[config.mk]
export PLATFORM = sky130hd
export DESIGN_NAME = isvm_top
export DESIGN_NICKNAME = d
export VERILOG_FILES = /design/src/isvm_pkg.sv /design/src/isvm_arbiter.sv /design/src/isvm_pin_sync.sv /design/src/isvm_top.sv
export SDC_FILE = /design/constraint.sdc
export NUM_CORES = 1
export LEC_CHECK = 0
export ABC_AREA = 1
export BUFFER_PORTS_ARGS = -buffer_cell sky130_fd_sc_hd__buf_2
export CELL_PAD_IN_SITES_DETAIL_PLACEMENT = 1
export CELL_PAD_IN_SITES_GLOBAL_PLACEMENT = 2
export CORE_AREA = 4 4 249 251
export DETAILED_ROUTE_END_ITERATION = 12
export DIE_AREA = 0 0 253 255
export PLACE_DENSITY = 0.87
export SYNTH_ARGS = -nofsm -noshare
export SYNTH_HDL_FRONTEND = slang
export SYNTH_SLANG_ARGS = --single-unit
export TNS_END_PERCENT = 100
[constraint.sdc]
create_clock -name sys_clk_i -period 40.1 [get_ports sys_clk_i]
set_input_delay 0 -clock sys_clk_i [delete_from_list [all_inputs] [get_ports sys_clk_i]]
set_output_delay 0 -clock sys_clk_i [all_outputs]
set_load 0.1 [all_outputs]
[src/isvm_pkg.sv]
// Shared constants, source map and carrier types of the interrupt map
package isvm_pkg;

    // Source and vector counts
    localparam int ISVM_NUM_IRQ  = 39;
    localparam int ISVM_NUM_VEC  = 32;
    localparam int ISVM_NUM_PRIO = 8;
    localparam int ISVM_NUM_PIN  = 5;
    localparam int ISVM_HI_BASE  = 32;
    localparam int ISVM_HI_BITS  = 7;

    // Register byte offsets on the slave bus
    localparam logic [7:0] ISVM_OFF_FLAG0  = 8'h00;
    localparam logic [7:0] ISVM_OFF_FLAG1  = 8'h04;
    localparam logic [7:0] ISVM_OFF_EN0    = 8'h08;
    localparam logic [7:0] ISVM_OFF_EN1    = 8'h0c;
    localparam logic [7:0] ISVM_OFF_PRIO0  = 8'h10;
    localparam logic [7:0] ISVM_OFF_STRIDE = 8'h04;
    localparam logic [7:0] ISVM_OFF_STATUS = 8'h30;

    // Reset values and implemented-bit masks
    localparam logic [31:0] ISVM_RST_WORD  = 32'h0000_0000;
    localparam logic [31:0] ISVM_HI_MASK   = 32'h0000_007f;
    localparam logic [31:0] ISVM_PRIO_MASK = 32'h1f1f_1f1f;

    // Field layout of one vector slot inside a priority register
    localparam int ISVM_SLOT_STRIDE = 8;
    localparam int ISVM_SLOT_BITS   = 5;
    localparam int ISVM_PRIO_LSB    = 2;
    localparam int ISVM_SLOTS       = 4;

    // Vector number of each source, source 38 first
    localparam logic [38:0][4:0] ISVM_IRQ_VECTOR = {
        5'h1f, 5'h1f, 5'h1f, 5'h1e, 5'h1d, 5'h1c, 5'h1b, 5'h1a,
        5'h19, 5'h18, 5'h17, 5'h16, 5'h15, 5'h15, 5'h14, 5'h13,
        5'h12, 5'h11, 5'h11, 5'h10, 5'h0f, 5'h0e, 5'h0d, 5'h0d,
        5'h0c, 5'h0b, 5'h0a, 5'h09, 5'h09, 5'h08, 5'h07, 5'h06,
        5'h05, 5'h05, 5'h04, 5'h03, 5'h02, 5'h01, 5'h00};

    // Sources whose flag is set again on every cycle that the source level is high
    localparam logic [38:0] ISVM_PERSIST = 39'h78_1631_8c60;

    // Source numbers of the external pin events
    localparam int ISVM_PIN_IRQ [ISVM_NUM_PIN] = '{3, 8, 13, 18, 23};

    // Request handed to the core
    typedef struct packed {
        logic       valid;
        logic [2:0] prio;
        logic [1:0] sub;
        logic [4:0] vector;
    } isvm_core_req_t;

endpackage

[src/isvm_arbiter.sv]
// Picks the highest ranked pending vector with a nonzero priority
`timescale 1ns/1ps
module isvm_arbiter (
    // Pending vectors and their priority slots
    input  wire logic [31:0]          vec_req_i,
    input  wire logic [31:0][4:0]     vec_field_i,
    // Winner
    output isvm_pkg::isvm_core_req_t  win_o
);

    logic [4:0] best;
    logic       found;

    // Walk down so that on a tie the lower vector is taken last and wins
    always_comb begin
        best  = 5'h00;
        found = 1'b0;
        win_o = '0;
        for (int v = isvm_pkg::ISVM_NUM_VEC - 1; v >= 0; v--) begin
            if (vec_req_i[v] && (vec_field_i[v][4:2] != 3'h0) &&
                (!found || vec_field_i[v] >= best)) begin
                found        = 1'b1;
                best         = vec_field_i[v];
                win_o.valid  = 1'b1;
                win_o.prio   = vec_field_i[v][4:2];
                win_o.sub    = vec_field_i[v][1:0];
                win_o.vector = 5'(v);
            end
        end
    end

endmodule

[src/isvm_pin_sync.sv]
// Two-stage synchroniser for the external pin events
`timescale 1ns/1ps
module isvm_pin_sync #(
    parameter int WIDTH = 5
) (
    // Clock and reset
    input  wire logic             sys_clk_i,
    input  wire logic             reset_i,
    // Pins in, synchronised levels out
    input  wire logic [WIDTH-1:0] async_i,
    output logic      [WIDTH-1:0] sync_o
);

    logic [WIDTH-1:0] meta_reg;

    // First stage feeds only the second
    always_ff @(posedge sys_clk_i) begin
        if (reset_i) begin
            meta_reg <= '0;
            sync_o   <= '0;
        end else begin
            meta_reg <= async_i;
            sync_o   <= meta_reg;
        end
    end

endmodule

[src/isvm_top.sv]
// Interrupt source to vector map with flag, enable and priority registers
`timescale 1ns/1ps
module isvm_top (
    // Clock and reset
    input  wire logic                 sys_clk_i,
    input  wire logic                 reset_i,
    // Avalon-MM slave
    input  wire logic [7:0]           avs_address_i,
    input  wire logic                 avs_read_i,
    input  wire logic                 avs_write_i,
    input  wire logic [31:0]          avs_writedata_i,
    input  wire logic [3:0]           avs_byteenable_i,
    output logic      [31:0]          avs_readdata_o,
    output logic                      avs_waitrequest_o,
    // Event sources
    input  wire logic [38:0]          periph_event_i,
    input  wire logic [4:0]           pin_event_i,
    // Vectored request to the core
    output isvm_pkg::isvm_core_req_t  core_req_o
);

    logic [4:0]                pin_sync;
    logic [38:0]               src_now;
    logic [38:0]               src_prev_reg;
    logic [38:0]               set_vec;
    logic [38:0]               flag_reg;
    logic [38:0]               flag_next;
    logic [38:0]               enable_reg;
    logic [38:0]               enable_next;
    logic [38:0]               pend;
    logic [7:0][31:0]          prio_reg;
    logic [31:0]               vec_req;
    logic [31:0][4:0]          vec_fields;
    logic [31:0][4:0]          fields_q;
    logic [31:0]               rd_value;
    logic [31:0]               hi_merge;
    logic                      wr_fire;
    logic                      rd_take;
    isvm_pkg::isvm_core_req_t  arb_win;

    // Byte-lane merge of a write into an old word
    function automatic logic [31:0] be_merge(input logic [31:0] old_w,
                                             input logic [31:0] new_w,
                                             input logic [3:0]  be);
        logic [31:0] res;
        res = old_w;
        for (int b = 0; b < 4; b++) begin
            if (be[b]) begin
                res[8*b +: 8] = new_w[8*b +: 8];
            end
        end
        return res;
    endfunction

    // Address match for a register offset
    function automatic logic hit(input logic [7:0] addr,
                                 input logic [7:0] off);
        return addr == off;
    endfunction

    // True when exactly one source is pending
    function automatic logic solo(input logic [38:0] p, input int irq);
        return p == (39'h1 << irq);
    endfunction

    // Pin events cross into the clock domain first
    isvm_pin_sync #(
        .WIDTH    (isvm_pkg::ISVM_NUM_PIN)
    ) u_pin_sync (
        .sys_clk_i(sys_clk_i),
        .reset_i  (reset_i),
        .async_i  (pin_event_i),
        .sync_o   (pin_sync)
    );

    // Merge pin events into the source vector
    always_comb begin
        src_now = periph_event_i;
        for (int p = 0; p < isvm_pkg::ISVM_NUM_PIN; p++) begin
            src_now[isvm_pkg::ISVM_PIN_IRQ[p]] = pin_sync[p];
        end
    end

    // Previous source levels for edge detection
    always_ff @(posedge sys_clk_i) begin
        if (reset_i) begin
            src_prev_reg <= '0;
        end else begin
            src_prev_reg <= src_now;
        end
    end

    // Persistent sources set while high, the rest on a rising edge
    assign set_vec = (src_now & isvm_pkg::ISVM_PERSIST) |
                     (src_now & ~src_prev_reg & ~isvm_pkg::ISVM_PERSIST);

    // Bus handshake: a request sees waitrequest low on its second edge
    assign rd_take = (avs_read_i || avs_write_i) && avs_waitrequest_o;
    assign wr_fire = avs_write_i && !avs_waitrequest_o;

    always_ff @(posedge sys_clk_i) begin
        if (reset_i) begin
            avs_waitrequest_o <= 1'b1;
        end else if (rd_take) begin
            avs_waitrequest_o <= 1'b0;
        end else begin
            avs_waitrequest_o <= 1'b1;
        end
    end

    // Read mux, unmapped addresses read zero
    always_comb begin
        rd_value = isvm_pkg::ISVM_RST_WORD;
        if (hit(avs_address_i, isvm_pkg::ISVM_OFF_FLAG0)) begin
            rd_value = flag_reg[31:0];
        end else if (hit(avs_address_i, isvm_pkg::ISVM_OFF_FLAG1)) begin
            rd_value = {25'h0, flag_reg[38:32]};
        end else if (hit(avs_address_i, isvm_pkg::ISVM_OFF_EN0)) begin
            rd_value = enable_reg[31:0];
        end else if (hit(avs_address_i, isvm_pkg::ISVM_OFF_EN1)) begin
            rd_value = {25'h0, enable_reg[38:32]};
        end else if (hit(avs_address_i, isvm_pkg::ISVM_OFF_STATUS)) begin
            rd_value = {21'h0, core_req_o};
        end
        for (int i = 0; i < isvm_pkg::ISVM_NUM_PRIO; i++) begin
            if (hit(avs_address_i, 8'(isvm_pkg::ISVM_OFF_PRIO0 +
                    i * isvm_pkg::ISVM_OFF_STRIDE))) begin
                rd_value = prio_reg[i];
            end
        end
    end

    // Read data latched one edge before it is taken
    always_ff @(posedge sys_clk_i) begin
        if (reset_i) begin
            avs_readdata_o <= isvm_pkg::ISVM_RST_WORD;
        end else if (rd_take && avs_read_i) begin
            avs_readdata_o <= rd_value;
        end
    end

    // Upper word write image, only seven bits exist
    assign hi_merge = be_merge({25'h0, flag_reg[38:32]}, avs_writedata_i,
                               avs_byteenable_i) & isvm_pkg::ISVM_HI_MASK;

    // Flag update: a hardware set wins over a software clear
    always_comb begin
        flag_next = flag_reg;
        if (wr_fire && hit(avs_address_i, isvm_pkg::ISVM_OFF_FLAG0)) begin
            flag_next[31:0] = be_merge(flag_reg[31:0], avs_writedata_i,
                                       avs_byteenable_i);
        end
        if (wr_fire && hit(avs_address_i, isvm_pkg::ISVM_OFF_FLAG1)) begin
            flag_next[38:32] = hi_merge[6:0];
        end
        flag_next = flag_next | set_vec;
    end

    always_ff @(posedge sys_clk_i) begin
        if (reset_i) begin
            flag_reg <= '0;
        end else begin
            flag_reg <= flag_next;
        end
    end

    // Enable update
    always_comb begin
        enable_next = enable_reg;
        if (wr_fire && hit(avs_address_i, isvm_pkg::ISVM_OFF_EN0)) begin
            enable_next[31:0] = be_merge(enable_reg[31:0], avs_writedata_i,
                                         avs_byteenable_i);
        end
        if (wr_fire && hit(avs_address_i, isvm_pkg::ISVM_OFF_EN1)) begin
            enable_next[38:32] = 7'(be_merge({25'h0, enable_reg[38:32]},
                avs_writedata_i, avs_byteenable_i));
        end
    end

    always_ff @(posedge sys_clk_i) begin
        if (reset_i) begin
            enable_reg <= '0;
        end else begin
            enable_reg <= enable_next;
        end
    end

    // Priority registers, reserved bits held at zero
    generate
        for (genvar g = 0; g < isvm_pkg::ISVM_NUM_PRIO; g++) begin : g_prio
            always_ff @(posedge sys_clk_i) begin
                if (reset_i) begin
                    prio_reg[g] <= isvm_pkg::ISVM_RST_WORD;
                end else if (wr_fire && hit(avs_address_i,
                        8'(isvm_pkg::ISVM_OFF_PRIO0 +
                        g * isvm_pkg::ISVM_OFF_STRIDE))) begin
                    prio_reg[g] <= be_merge(prio_reg[g], avs_writedata_i,
                        avs_byteenable_i) & isvm_pkg::ISVM_PRIO_MASK;
                end
            end
        end
    endgenerate

    // Slot of each vector: four per register, 8 bits apart
    always_comb begin
        for (int v = 0; v < isvm_pkg::ISVM_NUM_VEC; v++) begin
            vec_fields[v] = prio_reg[v / isvm_pkg::ISVM_SLOTS][
                isvm_pkg::ISVM_SLOT_STRIDE * (v % isvm_pkg::ISVM_SLOTS)
                +: isvm_pkg::ISVM_SLOT_BITS];
        end
    end

    // Pending sources fold onto their shared vectors
    assign pend = flag_reg & enable_reg;
    always_comb begin
        vec_req = '0;
        for (int i = 0; i < isvm_pkg::ISVM_NUM_IRQ; i++) begin
            if (pend[i]) begin
                vec_req[isvm_pkg::ISVM_IRQ_VECTOR[i]] = 1'b1;
            end
        end
    end

    // Rank vectors: priority, then sub-priority, then lowest number
    isvm_arbiter u_arbiter (
        .vec_req_i  (vec_req),
        .vec_field_i(vec_fields),
        .win_o      (arb_win)
    );

    // Registered request to the core
    always_ff @(posedge sys_clk_i) begin
        if (reset_i) begin
            core_req_o <= '0;
            fields_q   <= '0;
        end else begin
            core_req_o <= arb_win;
            fields_q   <= vec_fields;
        end
    end
endmodule

# Yosys cells after proc, flatten, opt, wreduce, memory -nomap -nowiden
# Cells that the tools add are included.
# Widths: inputs -> output; s select.
[op_classes]
addsub = 0
multipliers = 0
div = 0
magnitude_cmp = 31
n_eq_ne = 12
shifts = 0
mux = 154
bitwise = 5
n_reduce_logical = 217
[ops]
columns = ["op", "count"]
rows = [
  ["$mux 32", 12],
  ["$mux 11", 34],
  ["$ge 5x5->1", 31],
  ["$mux 5", 31],
  ["$reduce_bool 3->1", 32],
  ["$logic_and 1x1->1", 78],
  ["$reduce_and 2->1", 37],
  ["$mux 1", 71],
  ["$eq 8x6->1 const B", 5],
  ["$and 39x39->39", 1],
  ["$or 39x35->39", 1],
  ["$or 39x39->39", 1],
  ["$and 35x35->35", 1],
  ["$not 35->35", 1],
  ["$eq 8x5->1 const B", 4],
  ["$logic_not 1->1", 32],
  ["$logic_or 1x1->1", 32],
  ["$mux 8", 4],
  ["$reduce_or 17->1", 1],
  ["$eq 8x4->1 const B", 2],
  ["$mux 7", 2],
  ["$reduce_or 9->1", 1],
  ["$eq 8x3->1 const B", 1],
  ["$logic_not 8->1", 1],
  ["3 further kinds", 3],
]
[word_totals]
reg_bits = 327
latchBits = 0
ramBits = 0
romBits = 0
inputBits = 92
output_inout_bits = 44
elab_cells = 470
mem_count = 0

# Depth between registers and ports, before layout
[depth]
word_depth = 130
ltp_mapped = 365
depth_no_buf = 343

# Modules after synthesis
# A second synthesis with hierarchy kept.
[unflattened]
hier_cells = 3193
hier_area_um2 = 20663.6
[by_module_without_submodules]
columns = ["module", "instances", "cells_per_inst", "area_per_inst_um2"]
rows = [
  ["isvm_top", 1, 1753, 13001.2],
  ["isvm_arbiter", 1, 1409, 7375.8],
  ["isvm_pin_sync", 1, 31, 286.5],
]

# Worst setup path before layout
# OpenSTA, ideal clock, no wires.
[synth_timing]
path_type = "flip-flop to flip-flop"
startpoint = "reg flag_reg[38]"
endpoint = "reg core_req_o[4] in the netlist's numbering"
setup_ns = 0.078
arrival_time_ns = 34.373
required_time_ns = 40.022
slack_ns = 5.649
path_stages_with_launch = 335
path_buffers = 21
period_less_slack_ns = 34.451
cell_sequence = "dfxtp_1 > nand2_1 > nand3_2 > nand2_4 > nor2_1 > inv_1 > ha_1 > nand3_1 > nor2_1 > nor2_4 > nand2_4 > nand2_2 > o21ai_0 > ha_1 > inv_1 > nand2_1 > nand2_1 > nor2_1 > [299 not listed] > inv_1 > nand2_1 > nand2_1 > ha_1 > inv_1 > nand2_1 > a21oi_1 > o21bai_1 > a21oi_1 > nor2_1 > nor2_1 > o21ai_2 > and2_4 > inv_2 > nand2_2 > nor2_2 > nand3_1 > nor3_1"
[synth_between]
elab_chain_len = 128
word_cells_on_any_way = 206
[synth_lines]
columns = ["item", "line_no", "source"]
rows = [
  ["from (decl)", "isvm_top.sv:26", "logic [38:0] flag_reg;"],
  ["from (signal assigned)", "isvm_top.sv:163", "flag_reg <= flag_next;"],
  ["$and 39x39->39 *", "isvm_top.sv:214", "assign pend = flag_reg & enable_reg;"],
  ["$mux 1 *", "isvm_top.sv:218", "if (pend[i]) begin"],
  ["$logic_and 1x1->1 *", "isvm_arbiter.sv:20", "if (vec_req_i[v] && (vec_field_i[v][4:2] != 3'h0) &&"],
  ["$mux 5 or $mux 1 (tied branches)", "isvm_arbiter.sv:20", ""],
  ["$ge 5x5->1 or $logic_not 1->1 (tied branches)", "isvm_arbiter.sv:21", "(!found || vec_field_i[v] >= best)) begin"],
  ["$logic_or 1x1->1", "isvm_arbiter.sv:21", ""],
  ["$logic_and 1x1->1", "isvm_arbiter.sv:20", ""],
  ["$mux 5 or $mux 1 (tied branches)", "isvm_arbiter.sv:20", ""],
  ["[112 not listed]", "n/a", ""],
  ["$ge 5x5->1 or $logic_not 1->1 (tied branches)", "isvm_arbiter.sv:21", ""],
  ["$logic_or 1x1->1", "isvm_arbiter.sv:21", ""],
  ["$logic_and 1x1->1", "isvm_arbiter.sv:20", ""],
  ["$mux 5 or $mux 1 (tied branches)", "isvm_arbiter.sv:20", ""],
  ["$ge 5x5->1 or $logic_not 1->1 (tied branches)", "isvm_arbiter.sv:21", ""],
  ["$logic_or 1x1->1", "isvm_arbiter.sv:21", ""],
  ["$logic_and 1x1->1", "isvm_arbiter.sv:20", ""],
  ["$reduce_or 17->1 (no line)", "n/a", ""],
  ["to (signal assigned)", "isvm_top.sv:237", "core_req_o <= arb_win;"],
  ["to (decl)", "isvm_top.sv:19", "output isvm_pkg::isvm_core_req_t core_req_o"],
]
# Mark *: on every way between the ends. The rest lies on a longest branch, timed or not.
# A chain may end at the register's enable or synchronous reset.

# Worst setup path in the final report
[layout_timing]
startpoint = "reg prio_reg[252] in the netlist's numbering"
endpoint = "reg core_req_o[4] in the netlist's numbering"
[layout_between]
elab_chain_len = 127
word_cells_on_any_way = 205
[layout_lines]
columns = ["item", "line_no", "source"]
rows = [
  ["from (decl)", "isvm_top.sv:31", "logic [7:0][31:0] prio_reg;"],
  ["from (signal, indexed assignment)", "isvm_top.sv:193", "prio_reg[g] <= isvm_pkg::ISVM_RST_WORD;"],
  ["from (signal, indexed assignment)", "isvm_top.sv:197", "prio_reg[g] <= be_merge(prio_reg[g], avs_writedata_i,"],
  ["$reduce_bool 3->1", "isvm_arbiter.sv:20", ""],
  ["$logic_and 1x1->1", "isvm_arbiter.sv:20", ""],
  ["$mux 5 or $mux 1 (tied branches)", "isvm_arbiter.sv:20", ""],
  ["$ge 5x5->1 or $logic_not 1->1 (tied branches)", "isvm_arbiter.sv:21", ""],
  ["$logic_or 1x1->1", "isvm_arbiter.sv:21", ""],
  ["$logic_and 1x1->1", "isvm_arbiter.sv:20", ""],
  ["$mux 5 or $mux 1 (tied branches)", "isvm_arbiter.sv:20", ""],
  ["$ge 5x5->1 or $logic_not 1->1 (tied branches)", "isvm_arbiter.sv:21", ""],
  ["[111 not listed]", "n/a", ""],
  ["$ge 5x5->1 or $logic_not 1->1 (tied branches)", "isvm_arbiter.sv:21", ""],
  ["$logic_or 1x1->1", "isvm_arbiter.sv:21", ""],
  ["$logic_and 1x1->1", "isvm_arbiter.sv:20", ""],
  ["$mux 5 or $mux 1 (tied branches)", "isvm_arbiter.sv:20", ""],
  ["$ge 5x5->1 or $logic_not 1->1 (tied branches)", "isvm_arbiter.sv:21", ""],
  ["$logic_or 1x1->1", "isvm_arbiter.sv:21", ""],
  ["$logic_and 1x1->1", "isvm_arbiter.sv:20", ""],
  ["$reduce_or 17->1 (no line)", "n/a", ""],
]
# Several ways; a longest one is shown, not always the timed one.

==> results.cfg <==
[status]
status = complete, but fails checks
violations = max-capacitance violations, max-slew violations

[synthesis]
synth.cell_area_um2 = 20200
yosysWarnings = 0
synth_edf_count = 0
yosysTopAreaCell = dfxtp_1
synth_top_area_share_pct = 31.4
synthFlopType = dfxtp_1
ys_ff_latch = 316
synth_nets = 3268
synth-async-reset-ratio_pct = 0
syn_avg_cell_area_um2 = 6.58
ys_types = 60
synthCells = 3067
synth.area.top_cells = dfxtp_1, nand2_1, inv_1, o21ai_0, a21oi_1
yosysSeqAreaShare_pct = 31.4

[worst_hold_path]
hold_end = u_pin_sync.sync_o[2]
whs_path_depth = 2
hp-class = input port to register
hold_start = reset_i

[cts]
clk-insertion-delay-late_ns = 0.58
htreeDepth = 2
clock-root-buffer = clkbuf_16
cts_sinks = 316
path_clk_slew_ns = 0.06
cts_tree = done
numCtsBuffers = 39
clk_path_buf_depth = 3

[floorplan]
die_area_um2 = 64500
die_x_um = 253
start_util_pct = 33.7
num_rows = 90
core-area_um2 = 59900
io-pin-count = 136
fp.dieH_um = 255

[power_and_ir_drop]
leakagePower_nw = 11.6
power.total_mw = 0.752
ir_drop_mv = 0.0264
p_seq_share_pct = 42.7
power.density_nw_per_um2 = 30.6
p_sw_share_pct = 25.3
p_int_mw = 0.562
power_switching_mw = 0.190
pwr-share-comb_pct = 6.3
p_clk_share_pct = 51.0

[placed_design]
hpwl_mm = 70.5
routabilityCongestion = 1.00
portBuffers = 130
placed_area_um2 = 21500

[timing]
fin_skew_ns = 0.0261
slew_headroom_pct = -8.93
tightest_slew_ns = 1.62
finalSetupViolations = 0
whs_ns = 0.0337
slew_violations = 7
timing.fmax_ghz = 0.0273
fin_crit_sh_pct = 91.4
layout_min_cycle_time_ns = 36.64
hold_viol = 0

[detailed_routing]
viasPerCell = 5.42
drt_first_pass_iters = 5
drtIter0Drc = 1833
wl_per_cell_um = 22.8
ant_nets = 0
drcViolationCount = 0
vias = 22408
drt-total-wl_mm = 94.1

[finish]
diodes = 0
fin_area_um2 = 24600
drive_above_1_share_pct = 15.5
final_common_cell = nand2_1
area_delta_synth_final_pct = 21.8
layout.nets = 3519
largest_reg_flops = 160
mostFrequentLayoutCells = nand2_1, inv_1, dfxtp_1

[grt]
grt-ovfl-total = 0
gr-usage-all-layers_pct = 27.9
antenna_found_initial = 2
grt_pass1_wl_mm = 137
grt_pass1_vias = 21967
grt_max_degree = 120

[worst_setup_path]
cp_common_cell = nand2_1
slowest_stage = dfxtp_1
critPathKind = register to register
ff2ff_setup_slack_ns = 3.46
required_ns = 40.60
crit_path_start_kind = register
arrival_ns = 37.14
r2r_cells = 315
setup.worst_path.end_class = register
crit_fanout = 13
r2r_end = core_req_o[4]
r2r-start = prio_reg[252]
slowest_delay_ns = 0.35

[flow_run]
cap_violations = 1
[worst max path at each step]
stage	slack, ns	from	to	cells past startpoint
6_report	3.46	prio_reg[252]	core_req_o[4]	315
5_1_grt	-0.34	enable_reg[38]	core_req_o[4]	323
3_3_place_gp	0.30	flag_reg[36]	core_req_o[4]	306
3_5_place_dp	-0.88	flag_reg[38]	core_req_o[4]	308
4_1_cts	0.02	flag_reg[38]	core_req_o[4]	315
2_1_floorplan	5.65	flag_reg[38]	core_req_o[4]	334
[per-stage QoR]
| stage | TNS (ns) | std cells | worst slack [ns] | util, % |
|---|---|---|---|---|
| 6_report | 0 | 4131 | 3.46 | 41.0 |
| 5_1_grt | -1.87 | 4131 | -0.344 | 41.0 |
| 4_1_cts | 0 | 4066 | 0.0207 | 39.6 |
| 3_5_place_dp | -6.62 | 3905 | -0.878 | 35.8 |
| 3_3_place_gp | 0 | 3905 | 0.296 | 35.8 |
| 2_1_floorplan | 0 | 3067 | 5.65 | - |
[cell type report]
cell class | instances | area (µm²)
flip-flops and latches | 316 | 6330
inverters | 529 | 2020
clock buffers | 56 | 1120
repair buffers | 301 | 2160
clock inverters | 16 | 233
fillers | 7690 | 35300
well taps | 782 | 978
multi-input cells | 2131 | 11700
[cells in the mapped netlist (13+ instances only)]
| master | n |
|---|---|
| nand2_1 | 585 |
| inv_1 | 483 |
| o21ai_0 | 354 |
| dfxtp_1 | 316 |
| a21oi_1 | 281 |
| nor2_1 | 254 |
| nand3_1 | 174 |
| ha_1 | 109 |
| nand2_2 | 75 |
| clkbuf_1 | 63 |
| o22ai_1 | 36 |
| inv_2 | 33 |
| nor3_1 | 28 |
| o221ai_1 | 24 |
| buf_6 | 20 |
| nand2_4 | 17 |
| a221oi_1 | 16 |
| nand3_2 | 16 |
| a21boi_0 | 15 |
| nand4_1 | 15 |
| o2111ai_1 | 14 |
| nor2_2 | 13 |
[power by group through the flow]
stage / sequential [mW] / combinational (mW) / clock, mW
5_1_grt: 0.321 / 0.0503 / 0.399
2_1_floorplan: 0.328 / 0.0184 / 0
6_report: 0.321 / 0.0474 / 0.384
3_3_place_gp: 0.328 / 0.0378 / 0
4_1_cts: 0.321 / 0.0460 / 0.387
3_5_place_dp: 0.328 / 0.0390 / 0
[metal layers]
metal	global-route usage (%)	share of wire (%)	routed length [µm]	vias up
met4	8.65	3.7	3450	2
li1	-	-	-	10585
met3	4.11	6.6	6200	165
met5	0	0.014	13	-
met1	37.9	44	41500	10913
met2	46.0	46	42900	743
[cell families (layout without fill, tap and decap cells)]
| logic type | Yosys count | in the layout | share of synthesized area, % |
|---|---|---|---|
| flip-flops | 316 | 316 | 31.4 |
| buffers and inverters | 625 | 902 | 12.6 |
| AND/OR/NAND/NOR | 1215 | 1220 | 27.2 |
| adder cells (fa/ha/maj) | 109 | 109 | 6.76 |
| AO/OA/AOI/OAI | 801 | 801 | 22.0 |
| multiplexers | 1 | 1 | 0.0496 |
[worst max-delay path: cells and delay by family (launching register included)]
kind / cells / cell delay (ns)
AO/OA/AOI/OAI: 56 / 7.05
adder cells (fa/ha/maj): 31 / 9.17
flip-flops: 1 / 0.35
AND/OR/NAND/NOR: 198 / 17.68
buffers and inverters: 30 / 2.27
[repair_timing]
item	in CTS	in global routing
setup buffers	0	60
gates resized for setup	17	137
hold buffers	89	0
pin swaps	0	32
hold endpoints to repair	134	0
gates cloned	0	5
setup endpoints to repair	10	10
No activity file was read; power rests on OpenSTA's default activity.
